### config.mk
export PLATFORM = sky130hd
export DESIGN_NAME = tlr_top
export DESIGN_NICKNAME = d
export VERILOG_FILES = /design/src/design/tlr_pkg.sv /design/src/design/tlr_sync.sv /design/src/design/tlr_top.sv
export SDC_FILE = /design/constraint.sdc
export NUM_CORES = 1
export LEC_CHECK = 0
export ABC_AREA = 1
export BUFFER_PORTS_ARGS = -buffer_cell sky130_fd_sc_hd__buf_2
export CAP_MARGIN = 20
export CORE_ASPECT_RATIO = 0.8
export CORE_MARGIN = 5
export CORE_UTILIZATION = 48
export DETAILED_ROUTE_END_ITERATION = 16
export GPL_TIMING_DRIVEN = 0
export PLACE_DENSITY = 0.82
export SLEW_MARGIN = 20
export SYNTH_ARGS = -nofsm -noshare
export SYNTH_HDL_FRONTEND = slang
export SYNTH_SLANG_ARGS = --single-unit
### constraint.sdc
create_clock -name clock -period 2.4 [get_ports clock]
set_clock_uncertainty 0.15 [all_clocks]
set_input_delay 0.36 -clock clock [delete_from_list [all_inputs] [get_ports clock]]
set_output_delay 0.36 -clock clock [all_outputs]
set_load 0.01 [all_outputs]
### src/design/tlr_pkg.sv
// Purpose: shared constants for the trip latch and reset block
// Assumes: one clock domain, 16-bit command words
// Notes:   trip cause vector width and alarm code width are fixed here
package tlr_pkg;
  localparam int unsigned TRIP_W      = 8;
  localparam int unsigned CMD_W       = 16;
  localparam int unsigned RESET_BIT   = 7;
  localparam int unsigned ALARM_W     = 4;
  localparam int unsigned MODE_W      = 2;
  localparam logic [TRIP_W-1:0]  TRIP_NONE  = 8'h00;
  localparam logic [ALARM_W-1:0] ALARM_NONE = 4'h0;

  // sequencing mode selects which command word may reset a trip
  typedef enum logic [1:0] {
    TLR_SEQ_LOCAL    = 2'b00,
    TLR_SEQ_TERMINAL = 2'b01,
    TLR_SEQ_COMMS    = 2'b10
  } tlr_seq_t;
endpackage

### src/design/tlr_sync.sv
// Purpose: two flip-flop synchroniser for a bus of asynchronous levels
// Assumes: bits are independent levels
// Notes:   first stage is read only by the second stage
`timescale 1ns/10ps
`default_nettype none
module tlr_sync #(
  parameter int unsigned W = 1
) (
  input  wire logic         clock,
  input  wire logic         rst_n,
  input  wire logic [W-1:0] din,
  output logic      [W-1:0] dout
);
  logic [W-1:0] meta_q;

  always_ff @(posedge clock or negedge rst_n) begin
    if (!rst_n) begin
      meta_q <= '0;
      dout   <= '0;
    end else begin
      meta_q <= din;
      dout   <= meta_q;
    end
  end
endmodule
`default_nettype wire

### src/design/tlr_top.sv
// Purpose: latch drive trips, gate the power stage and handle trip reset
// Assumes: trip causes, stop key and mode are asynchronous levels; command words on clock
// Notes:   power stage enable drops in the cycle after a synchronised trip is seen
//
// Summary of operation
// - any trip condition drops the power stage enable on the third clock edge (two sync stages, then the register), motor coasts
// - a detected trip stays latched until reset, even after the fault disappears
// - power stage stays disabled while any latched trip is uncleared
// - reset is ignored for trips whose fault is still active
// - stop key press clears latched trips and removes the keypad alarm
// - terminal mode: rising edge of terminal word bit 7 clears trips
// - comms mode: rising edge of network word bit 7 clears trips
// - detected trip shows its alarm on the local keypad display
`timescale 1ns/10ps
`default_nettype none
module tlr_top (
  input  wire logic                          clock,
  input  wire logic                          rst_n,
  input  wire logic [tlr_pkg::TRIP_W-1:0]    trip_cause,
  input  wire logic                          run_request,
  input  wire logic                          stop_key,
  input  wire logic [1:0]                    seq_mode,
  input  wire logic [tlr_pkg::CMD_W-1:0]     terminal_cmd_word,
  input  wire logic [tlr_pkg::CMD_W-1:0]     network_cmd_word,
  output logic                               power_enable,
  output logic [tlr_pkg::TRIP_W-1:0]         trip_latched,
  output logic                               tripped,
  output logic                               local_keypad_alarm,
  output logic [tlr_pkg::ALARM_W-1:0]        local_keypad_alarm_code
);
  // synchronised pin levels
  logic [tlr_pkg::TRIP_W-1:0]  cause_s;
  logic                        stop_s;
  logic [tlr_pkg::MODE_W-1:0]  mode_s;
  tlr_pkg::tlr_seq_t           mode;
  // previous-cycle copies for edge detection
  logic                        term_bit_q;
  logic                        net_bit_q;
  logic                        stop_q;
  // current reset bits of the command words
  logic                        term_bit;
  logic                        net_bit;
  // one-cycle edge pulses
  logic                        term_rise;
  logic                        net_rise;
  logic                        stop_press;
  // mode decode
  logic                        term_sel;
  logic                        net_sel;
  logic                        reset_req;
  // next trip vector and its summary
  logic [tlr_pkg::TRIP_W-1:0]  clr_mask;
  logic [tlr_pkg::TRIP_W-1:0]  trip_d;
  logic                        any_trip;
  logic                        enable_d;
  logic [tlr_pkg::ALARM_W-1:0] code_d;

  // trip causes come from protection circuits outside the clock domain
  tlr_sync #(
    .W (tlr_pkg::TRIP_W)
  ) u_sync_cause (
    .clock (clock),
    .rst_n (rst_n),
    .din   (trip_cause),
    .dout  (cause_s)
  );

  // stop key is a raw keypad level
  tlr_sync #(
    .W (1)
  ) u_sync_stop (
    .clock (clock),
    .rst_n (rst_n),
    .din   (stop_key),
    .dout  (stop_s)
  );

  // mode may be changed by the operator at any time
  tlr_sync #(
    .W (tlr_pkg::MODE_W)
  ) u_sync_mode (
    .clock (clock),
    .rst_n (rst_n),
    .din   (seq_mode),
    .dout  (mode_s)
  );

  // codes outside the enum fall back to local control in the decode below
  assign mode = tlr_pkg::tlr_seq_t'(mode_s);

  // reset bits of the command words
  assign term_bit = terminal_cmd_word[tlr_pkg::RESET_BIT];
  assign net_bit  = network_cmd_word[tlr_pkg::RESET_BIT];

  // copies reset low to match the idle bit, so no false edge follows reset
  // terminal bit copy
  always_ff @(posedge clock or negedge rst_n) begin
    if (!rst_n) begin
      term_bit_q <= 1'b0;
    end else begin
      term_bit_q <= term_bit;
    end
  end

  always_ff @(posedge clock or negedge rst_n) begin
    if (!rst_n) begin
      net_bit_q <= 1'b0;
    end else begin
      net_bit_q <= net_bit;
    end
  end

  always_ff @(posedge clock or negedge rst_n) begin
    if (!rst_n) begin
      stop_q <= 1'b0;
    end else begin
      stop_q <= stop_s;
    end
  end

  // rising edges only
  // a bit held high gives one pulse, then nothing until it falls
  assign term_rise  = term_bit & ~term_bit_q;
  assign net_rise   = net_bit & ~net_bit_q;
  assign stop_press = stop_s & ~stop_q;

  // command word selected by the sequencing mode
  always_comb begin
    term_sel = 1'b0;
    net_sel  = 1'b0;
    unique case (mode)
      tlr_pkg::TLR_SEQ_LOCAL: begin
        term_sel = 1'b0;
        net_sel  = 1'b0;
      end
      tlr_pkg::TLR_SEQ_TERMINAL: begin
        term_sel = 1'b1;
        net_sel  = 1'b0;
      end
      tlr_pkg::TLR_SEQ_COMMS: begin
        term_sel = 1'b0;
        net_sel  = 1'b1;
      end
      default: begin
        term_sel = 1'b0;
        net_sel  = 1'b0;
      end
    endcase
  end

  assign reset_req = stop_press
                   | (term_sel & term_rise)
                   | (net_sel & net_rise);

  generate
    for (genvar g = 0; g < tlr_pkg::TRIP_W; g++) begin : g_cause
      assign clr_mask[g] = reset_req & ~cause_s[g];
      assign trip_d[g]   = cause_s[g] | (trip_latched[g] & ~clr_mask[g]);
    end
  endgenerate

  assign any_trip = |trip_d;

  always_ff @(posedge clock or negedge rst_n) begin
    if (!rst_n) begin
      trip_latched <= tlr_pkg::TRIP_NONE;
    end else begin
      trip_latched <= trip_d;
    end
  end

  // trip summary
  always_ff @(posedge clock or negedge rst_n) begin
    if (!rst_n) begin
      tripped <= 1'b0;
    end else begin
      tripped <= any_trip;
    end
  end

  // enable looks at the next trip vector, so it falls on the edge the trip latches
  // disable on any trip
  assign enable_d = run_request & ~any_trip;

  always_ff @(posedge clock or negedge rst_n) begin
    if (!rst_n) begin
      power_enable <= 1'b0;
    end else begin
      power_enable <= enable_d;
    end
  end

  always_comb begin
    code_d = tlr_pkg::ALARM_NONE;
    for (int i = tlr_pkg::TRIP_W - 1; i >= 0; i--) begin
      if (trip_d[i]) begin
        code_d = tlr_pkg::ALARM_W'(i + 1);
      end
    end
  end

  always_ff @(posedge clock or negedge rst_n) begin
    if (!rst_n) begin
      local_keypad_alarm <= 1'b0;
    end else begin
      local_keypad_alarm <= any_trip;
    end
  end

  // alarm code register
  always_ff @(posedge clock or negedge rst_n) begin
    if (!rst_n) begin
      local_keypad_alarm_code <= tlr_pkg::ALARM_NONE;
    end else begin
      local_keypad_alarm_code <= code_d;
    end
  end
endmodule
`default_nettype wire

# Word-level counts from Yosys, hierarchy flattened
# Index checks and enable logic that the tools add are counted.
# word_totals
register_bits,39
inputBits,46
word_cells,78
# op_classes
eq_ne,2
mux,10
bitwise_logic,52
reduce_logical,1
# ops
operator,count
$mux W4,8
$and A1 B1 Y1,22
$not A1 Y1,20
$or A1 B1 Y1,10
$reduce_or A8 Y1,1
$eq A2 B1 Y1 const B,1
$eq A2 B2 Y1 const B,1
$mux W1,2

# Logic depth before layout (Yosys ltp)
# Gate-level depths: netlist of run 1.
# depth
ltp_word,17
mapped_depth,12

# Hierarchy
# From an unflattened synthesis of run 1, not the netlist that was laid out.
# unflattened
hier_cells,103
hier_area_um2,1291.2
# by_module_without_submodules
module,n_inst,cells_each,area_per_inst_um2,seq_area_each_um2
tlr_top,1,81,740.7,425.4
tlr_sync (u_sync_cause),1,16,400.4,400.4
tlr_sync (u_sync_mode),1,4,100.1,100.1
tlr_sync (u_sync_stop),1,2,50.0,50.0

# Worst setup path after synthesis of run 1
# No wires, ideal clock.
# synth_timing
path_type,register -> register
startpoint,register u_sync_mode.dout[1]
endpoint,register local_keypad_alarm_code[3] (netlist bit)
t_arrival_ns,1.159
t_required_ns,2.170
slack_ns,1.011
path_stages_with_launch,10
path_buffers,0
synth_period_minus_slack_ns,1.389
cell_sequence,dfrtp_1 > nor2_1 > nand2_1 > nand3_4 > nor2_2 > nor2_2 > inv_2 > nor2_2 > nand2_1 > nor3b_2
# synth_between
elab_cells_between_ends,48
classes_between,2 x eq/ne; 10 x mux; 36 x bitwise
# synth_rtl
element,line_no,text
from (decl),tlr_sync.sv:12,output logic [W-1:0] dout
from (signal assigned),tlr_sync.sv:22,dout <= meta_q;
$eq A2 B1 Y1,tlr_top.sv:131,unique case (mode)
$mux W1,tlr_top.sv:131,
$and A1 B1 Y1,tlr_top.sv:152,| (term_sel & term_rise)
$or A1 B1 Y1,tlr_top.sv:152,
$or A1 B1 Y1 *,tlr_top.sv:153,| (net_sel & net_rise);
$and A1 B1 Y1 *,tlr_top.sv:157,assign clr_mask[g] = reset_req & ~cause_s[g];
$not A1 Y1 *,tlr_top.sv:158,assign trip_d[g] = cause_s[g] | (trip_latched[g] & ~clr_mask[g]);
$and A1 B1 Y1 *,tlr_top.sv:158,
$or A1 B1 Y1 *,tlr_top.sv:158,
"net trip_d, one bit",tlr_top.sv:53,logic [tlr_pkg::TRIP_W-1:0] trip_d;
$mux W4 * (3 in a row),tlr_top.sv:196,if (trip_d[i]) begin
"net code_d, one bit",tlr_top.sv:56,logic [tlr_pkg::ALARM_W-1:0] code_d;
to (signal assigned),tlr_top.sv:213,local_keypad_alarm_code <= tlr_pkg::ALARM_NONE;
to (signal assigned),tlr_top.sv:215,local_keypad_alarm_code <= code_d;
to (decl),tlr_top.sv:29,output logic [tlr_pkg::ALARM_W-1:0] local_keypad_alarm_code
# Mark *: on every way through the listed nets, which the timed path passes. The rest lies on a longest branch.

# Final worst setup path of run 1
# layout_timing
startpoint,input terminal_cmd_word[7] (netlist bit)
endpoint,register local_keypad_alarm_code[3] (netlist bit)
# layout_between
elab_chain_cells,16
elab_cells_between_ends,44
classes_between,8 x mux; 36 x bitwise
# layout_rtl
element,line_no,text
from (decl),tlr_top.sv:23,"input wire logic [tlr_pkg::CMD_W-1:0] terminal_cmd_word,"
$and A1 B1 Y1 *,tlr_top.sv:123,assign term_rise = term_bit & ~term_bit_q;
$and A1 B1 Y1 *,tlr_top.sv:152,
$or A1 B1 Y1 *,tlr_top.sv:152,
$or A1 B1 Y1 *,tlr_top.sv:153,
$and A1 B1 Y1,tlr_top.sv:157,
$not A1 Y1,tlr_top.sv:158,
$and A1 B1 Y1,tlr_top.sv:158,
$or A1 B1 Y1,tlr_top.sv:158,
$mux W4 (7 in a row),tlr_top.sv:196,
$mux W4 *,tlr_top.sv:196,
"net code_d, one bit",tlr_top.sv:56,
# Marked as above.

==> results.py, run 1 <==
metrics = {
    "run_status": {
        "status": "completed",
    },
    "sta": {
        "fin_crit_sh_pct": 77.0,
        "hold_violations": 0,
        "setup_viol": 0,
        "tns_ps": 0,
        "fin_crit_ps": 1850,
        "max_freq_mhz": 541,
        "relSlewSlack_pct": 46.7,
        "rsz0062_at_grt": "no",
        "worst_pin_slew_ps": 800,
        "slew_violations": 0,
    },
    "cts": {
        "clk_root_buffer_cell": "clkbuf_4",
        "cts_tree": "done",
        "cts_setup_buffers": 0,
        "path_clk_slew_ps": 100,
        "clk_path_buf_depth": 2,
        "clkSinkCount": 39,
        "clk_latency_ps": 320,
        "htreeDepth": 2,
        "numCtsBuffers": 5,
    },
    "routing": {
        "drt_iter0_drc": 14,
        "via_per_inst": 4.32,
        "wl_met1_um": 858,
        "top_layer": "met4",
        "routed_wl_um": 2080,
        "antenna_left": 0,
        "dr_wl_met2_um": 1010,
        "wl_met3_um": 180,
        "drc": 0,
        "num_vias": 816,
        "wire_per_inst_um": 11.0,
        "dr.pass1.iters": 4,
    },
    "setup_path": {
        "arrival_ps": 1950,
        "cp-end-kind": "flip-flop",
        "setup.worst_path.start": "terminal_cmd_word[7]",
        "cp_data_required_time_ps": 2500,
        "crit_path_end": "local_keypad_alarm_code[3]$_DFF_PN0_",
        "cp_max_fo": 8,
        "crit_type": "primary input to flip-flop",
        "r2r_slack_ps": 790,
        "r2r_cells": 8,
        "r2r-start": "u_sync_mode.dout[1]$_DFF_PN0_",
        "r2r-end": "local_keypad_alarm_code[3]$_DFF_PN0_",
        "start_kind": "primary input",
    },
    "floorplan": {
        "io_pins": 61,
        "core_um2": 2520,
        "die_x_um": 68.2,
        "die_area_um2": 3860,
        "rows": 16,
        "start_util_pct": 51.6,
        "die-height_um": 56.6,
    },
    "layout": {
        "n_antenna_cell": 0,
        "area_growth_pct": 28.9,
        "nets": 200,
        "fin_cells": 189,
        "drive_gt1_share_pct": 33.3,
    },
    "pwr": {
        "leakage_uw": 0.000856,
        "vdd_drop_max_mv": 0.485,
        "cellPowerDensity_nw_per_um2": 661,
    },
    "place": {
        "routabilityCongestion": 0.784,
        "placed_cells": 169,
        "hpwl_um": 1460,
        "io_buffers": 30,
    },
    "synth": {
        "synth_top_family_by_area": "simple AND/OR/NAND/NOR gates",
        "synth.distinct_cells": 17,
        "synth.top_cell.area_share_pct": 75.0,
        "yosys_warnings": 0,
        "synthMuxAreaShare_pct": 0,
        "syn_area_um2": 1300,
        "synthXorXnorAreaFrac_pct": 0,
        "yosysTopAreaCell": "dfrtp_1",
        "synth_fa_ha_area_share_pct": 0,
        "synth_compound_area_share_pct": 2.79,
        "synth-seq-cells": 39,
        "synth_fp_nets": 149,
        "syn_avg_cell_area_um2": 12.6,
        "synthSimpleGateAreaFrac_pct": 15.9,
        "syn_inst": 103,
        "synth.area.top_cells": "dfrtp_1 75%, inv_1 5.2%, nand2_1 5.2%, nor2_2 2.9%, nor2_1 1.7%",
        "synth-seq-area-share_pct": 75.0,
    },
    "grt": {
        "grt_usage_pct": 12.8,
        "grt_pass1_vias": 852,
        "grt_max_degree": 40,
        "antenna_found_initial": 0,
        "gr-total-overflow": 0,
        "grt_pass1_wl_um": 3610,
    },
    "hold_path": {
        "worstHoldPathCells": 3,
        "hp-class": "primary input to flip-flop",
    },
    "job": {
        "max_cap_violations": 0,
    },
}
-- placed cells by master (no fill, tap or decap) --
cell type | netlist | layout
clkbuf_4 | 0 | 5
buf_2 | 0 | 30
nor3_2 | 1 | 1
a21oi_1 | 2 | 2
nor3_1 | 1 | 1
dfrtp_1 | 39 | 39
nor2_4 | 2 | 2
clkbuf_1 | 0 | 1
buf_4 | 1 | 1
inv_1 | 18 | 18
nand2_2 | 1 | 1
nand3_4 | 1 | 1
o21bai_1 | 2 | 2
inv_2 | 2 | 2
nand2_1 | 18 | 18
nor2_1 | 6 | 6
nor3b_2 | 1 | 1
dlygate4sd3_1 | 0 | 14
nor2_2 | 6 | 6
nand3_1 | 1 | 1
o21bai_2 | 1 | 1
-- worst max-delay path, stage by stage --
cell and delay [ps]:
dlygate4sd3_1 520, buf_2 110, nand2_1 50, inv_1 50, nand2_1 80, nand3_4 150, nor2_1 70, nor2_2 160
nand2_1 100, nor2_1 120, nor3b_2 170
-- through the flow --
stage | util, % | setup slack [ps] | power (uW) | area, um^2 | hold WS, ps
2_1_floorplan | - | 1010 | 774 | 1300 | -85.6
3_3_place_gp | 59.3 | 825 | 819 | 1500 | 181
3_5_place_dp | 59.3 | 738 | 825 | 1500 | 185
4_1_cts | 66.5 | 559 | 1130 | 1680 | 69.7
5_1_grt | 66.5 | 433 | 1170 | 1680 | 81.9
6_report | 66.5 | 552 | 1110 | 1680 | 108
-- cell type report --
class,instances,area (um^2)
sequential,39,976
fill,203,845
timing repair buffer,44,290
multi-input combinational,43,243
inverter,20,75.1
tap,36,45.0
clock buffer,6,41.3
buffer,1,7.51
-- power breakdown --
| part | total [uW] | switching, uW | internal, uW |
|---|---|---|---|
| logic | 121 | 69.2 | 52.2 |
| clock network | 281 | 177 | 104 |
| registers | 706 | 13.6 | 692 |
-- logic make-up after synthesis --
kind of cell	Yosys count
flip-flops	39
AO/OA/AOI/OAI	5
buffers and inverters	21
AND/OR/NAND/NOR	38
-- synth_stat cells --
| cell | count |
|---|---|
| nor3_1 | 1 |
| buf_4 | 1 |
| dfrtp_1 | 39 |
| nand2_1 | 18 |
| a21oi_1 | 2 |
| o21bai_1 | 2 |
| nor2_4 | 2 |
| inv_1 | 18 |
| nand3_4 | 1 |
| nor2_1 | 6 |
| inv_2 | 2 |
| nor3_2 | 1 |
| o21bai_2 | 1 |
| nand2_2 | 1 |
| nor2_2 | 6 |
| nand3_1 | 1 |
| nor3b_2 | 1 |
-- worst min-delay path by stage --
stage / start / to
global route: run_request / power_enable$_DFF_PN0_
floorplan: rst_n / local_keypad_alarm$_DFF_PN0_
CTS: run_request / power_enable$_DFF_PN0_
detailed placement: u_sync_cause.meta_q[4]$_DFF_PN0_ / u_sync_cause.dout[4]$_DFF_PN0_
global placement: u_sync_cause.meta_q[4]$_DFF_PN0_ / u_sync_cause.dout[4]$_DFF_PN0_
finish: run_request / power_enable$_DFF_PN0_
-- registers in the layout, indices dropped and copies added (netlist names) --
register                 cells
stop_q                       1
u_sync_cause.dout            8
u_sync_mode.meta_q           2
power_enable                 1
local_keypad_alarm           1
local_keypad_alarm_code      4
u_sync_mode.dout             2
u_sync_stop.dout             1
trip_latched                 8
net_bit_q                    1
u_sync_stop.meta_q           1
u_sync_cause.meta_q          8
term_bit_q                   1
-- routing by layer --
metal	vias up	GRT usage, %
li1	405	-
met1	381	14.3
met2	26	20.3
met3	4	6.79
met4	0	5.10
met5	-	0
-- timing repair --
action | in CTS | in global routing
resized for setup | 0 | 0
hold endpoints to repair | 52 | 0
setup endpoints to repair | 0 | 0
hold buffers | 14 | 0
No activity file was read; power rests on OpenSTA's default activity.
==> inputs of run 2 (changes only) <==
--- a/config.mk
+++ b/config.mk
@@ -5,15 +5,15 @@
 export SDC_FILE = /design/constraint.sdc
 export NUM_CORES = 1
 export LEC_CHECK = 0
-export ABC_AREA = 1
+export ABC_AREA = 0
 export BUFFER_PORTS_ARGS = -buffer_cell sky130_fd_sc_hd__buf_2
 export CAP_MARGIN = 20
 export CORE_ASPECT_RATIO = 0.8
 export CORE_MARGIN = 5
-export CORE_UTILIZATION = 48
+export CORE_UTILIZATION = 44
 export DETAILED_ROUTE_END_ITERATION = 16
 export GPL_TIMING_DRIVEN = 0
-export PLACE_DENSITY = 0.82
+export PLACE_DENSITY = 0.77
 export SLEW_MARGIN = 20
 export SYNTH_ARGS = -nofsm -noshare
 export SYNTH_HDL_FRONTEND = slang
==> constraint.sdc (replaced) <==
create_clock -name clock -period 1.8 [get_ports clock]
set_clock_uncertainty 0.15 [all_clocks]
set_input_delay 0.27 -clock clock [delete_from_list [all_inputs] [get_ports clock]]
set_output_delay 0.27 -clock clock [all_outputs]
set_load 0.01 [all_outputs]
==> results.py, run 2 <==
metrics = {
    "synth": {
        "yosysTopAreaCell": "dfrtp_1",
        "synth.distinct_cells": 27,
        "synth.area.top_cells": "dfrtp_1 78%, a21o_1 2.4%, nand4bb_1 1.8%, or2_2 1.5%, a41oi_1 1.4%",
        "ys_top_cells_by_count": "39 x dfrtp_1, 4 x a21o_1, 4 x inv_1, 4 x nor2_1",
        "synth-seq-cells": 39,
        "synth_edf_count": 0,
        "synth-seq-area-share_pct": 77.5,
        "synth.top_cell.area_share_pct": 77.5,
        "yosys_warnings": 0,
        "syn_inst": 83,
        "synth_fp_nets": 129,
        "syn_avg_cell_area_um2": 15.2,
        "async_reset_ff_share_pct": 100,
        "syn_area_um2": 1260,
        "synth-main-ff-cell": "dfrtp_1",
        "yosysMostFrequentCell": "dfrtp_1",
    },
    "grt": {
        "grt_usage_pct": 12.8,
        "grt_max_degree": 40,
        "antenna_found_initial": 0,
        "grt_pass1_vias": 822,
        "grt_pass1_wl_um": 3870,
        "gr-total-overflow": 0,
    },
    "layout": {
        "n_antenna_cell": 0,
        "fillers": 191,
        "area_growth_pct": 40.4,
        "fin_cells": 176,
        "layout_common_cells": "39 x dfrtp_1, 30 x buf_2, 15 x dlygate4sd3_1",
        "drive_gt1_share_pct": 37.7,
        "fin_area_um2": 1770,
        "nets": 183,
        "largestRegisters": "trip_latched (8), u_sync_cause.dout (8), u_sync_cause.meta_q (8)",
        "layout_commonest_cell": "dfrtp_1",
    },
    "cts": {
        "path_clk_slew_ps": 110,
        "htreeDepth": 2,
        "clk_root_buffer_cell": "clkbuf_4",
        "clk_path_buf_depth": 2,
        "clkSinkCount": 39,
        "cts_tree": "done",
        "numCtsBuffers": 5,
        "clk_latency_ps": 330,
    },
    "sta": {
        "max_freq_mhz": 575,
        "slew_violations": 0,
        "fin_crit_sh_pct": 96.6,
        "relSlewSlack_pct": 46.5,
        "worst_pin_slew_ps": 803,
        "fin_crit_ps": 1740,
        "setup_viol": 0,
        "holdWs_ps": 205,
        "rsz0062_at_grt": "yes",
        "hold_violations": 0,
    },
    "place": {
        "hpwl_um": 1460,
        "dpl_cell_area_um2": 1460,
        "io_buffers": 30,
        "placed_cells": 151,
        "routabilityCongestion": 0.769,
    },
    "run_status": {
        "status": "completed",
    },
    "setup_path": {
        "crit_path_end": "local_keypad_alarm$_DFF_PN0_",
        "setup.worst_path.start": "u_sync_cause.dout[3]$_DFF_PN0_",
        "slowest_stage": "or4_4",
        "r2r-end": "local_keypad_alarm$_DFF_PN0_",
        "crit_type": "flip-flop to flip-flop",
        "arrival_ps": 1820,
        "cp-end-kind": "flip-flop",
        "r2r-start": "u_sync_cause.dout[3]$_DFF_PN0_",
        "r2r_cells": 4,
        "start_kind": "flip-flop",
        "cp_data_required_time_ps": 1880,
        "max_stage_delay_ps": 580,
        "cp_max_fo": 4,
        "crit_chain": "or4_4 > nor4_4 > o21ai_2 > or2_1",
        "r2r_slack_ps": 60,
    },
    "pwr": {
        "vdd_drop_max_mv": 0.592,
        "leakage_uw": 0.000780,
        "cellPowerDensity_nw_per_um2": 903,
    },
    "routing": {
        "via_per_inst": 4.95,
        "drt_iter0_drc": 43,
        "drc": 0,
        "num_vias": 871,
        "routed_wl_um": 2490,
        "antenna_left": 0,
        "dr.pass1.iters": 4,
        "wire_per_inst_um": 14.2,
    },
    "hold_path": {
        "hp-class": "flip-flop to flip-flop",
    },
    "floorplan": {
        "rows": 17,
        "core_um2": 2740,
        "io_pins": 61,
        "die-height_um": 57.8,
        "start_util_pct": 45.9,
        "die_area_um2": 4040,
        "die_x_um": 69.8,
    },
    "job": {
        "max_cap_violations": 0,
    },
}
[run 2: changes by cell type after synthesis, sizes merged, moves of 2 or more]
cell,previous run,this run
nand2,19,0
inv,20,4
nor2,14,4
a21o,0,4
or2,0,4
o21ai,0,3
o21bai,3,0
a41oi,0,2
nand4bb,0,2
nor4,0,2
[run 2: cell families (layout without fill, tap and decap cells)]
family | after synthesis | in the layout | synth area share, %
buffers and inverters | 6 | 60 | 2.09
DFF | 39 | 39 | 77.5
and+or+nand+nor | 21 | 22 | 10.1
AOI/OAI and AO/OA | 17 | 17 | 10.2
[run 2: layout make-up]
| type | instances | area (um^2) | share of cell area, % |
|---|---|---|---|
| plain buffers | 1 | 7.51 | 0.425 |
| clock buffers | 8 | 68.8 | 3.90 |
| inverters | 4 | 15.0 | 0.850 |
| multi-input cells | 39 | 337 | 19.1 |
| flip-flops and latches | 39 | 976 | 55.2 |
| well taps | 38 | 47.5 | 2.69 |
| repair buffers | 47 | 315 | 17.8 |
[run 2: worst min path at each step]
stage                                     startpoint  slack, ps                        endpoint  cells after the start
floorplan                                      rst_n       -180    local_keypad_alarm$_DFF_PN0_                      0
global placement        u_sync_stop.meta_q$_DFF_PN0_        180      u_sync_stop.dout$_DFF_PN0_                      0
detailed placement  u_sync_cause.meta_q[5]$_DFF_PN0_        180  u_sync_cause.dout[5]$_DFF_PN0_                      0
CTS                 u_sync_cause.meta_q[5]$_DFF_PN0_        210  u_sync_cause.dout[5]$_DFF_PN0_                      0
global route        u_sync_cause.meta_q[5]$_DFF_PN0_        220  u_sync_cause.dout[5]$_DFF_PN0_                      0
finish              u_sync_cause.meta_q[5]$_DFF_PN0_        210  u_sync_cause.dout[5]$_DFF_PN0_                      0
[run 2: what timing repair did]
item	CTS	global route
gates cloned	0	1
pin swaps	0	1
setup buffers	1	1
resized for setup	3	9
setup endpoints to repair	3	5
endpoints found under the hold margin	53	0
hold buffers	15	0
[run 2: routing by layer]
layer	GRT usage (%)	part of all wire [%]
met5	0	0
met1	13.4	37
met3	6.24	7.3
met4	5.74	3.7
met2	21.9	52
[run 2: critical path: cells and delay by family, from the launching register on]
family	cells	cell delay (ps)
compound gates	1	100
simple gates	3	960
flops	1	420
[run 2: through the flow]
step                      power [uW]  util [%]  setup TNS [ps]  worst slack [ps]
after CTS                       1600      61.6               0              1.89
after global routing            1670      64.4           -40.9             -24.0
final                           1600      64.4               0              61.8
after floorplan                 1010         -               0              94.8
after detailed placement        1080      53.1            -270              -145
after global placement          1080      53.1           -88.5             -53.4
[run 2: where the power goes]
| part | internal [uW] | switching, uW |
|---|---|---|
| sequential | 923 | 35.8 |
| clock | 230 | 252 |
| combinational | 78.9 | 75.5 |
| total | 1230 | 364 |
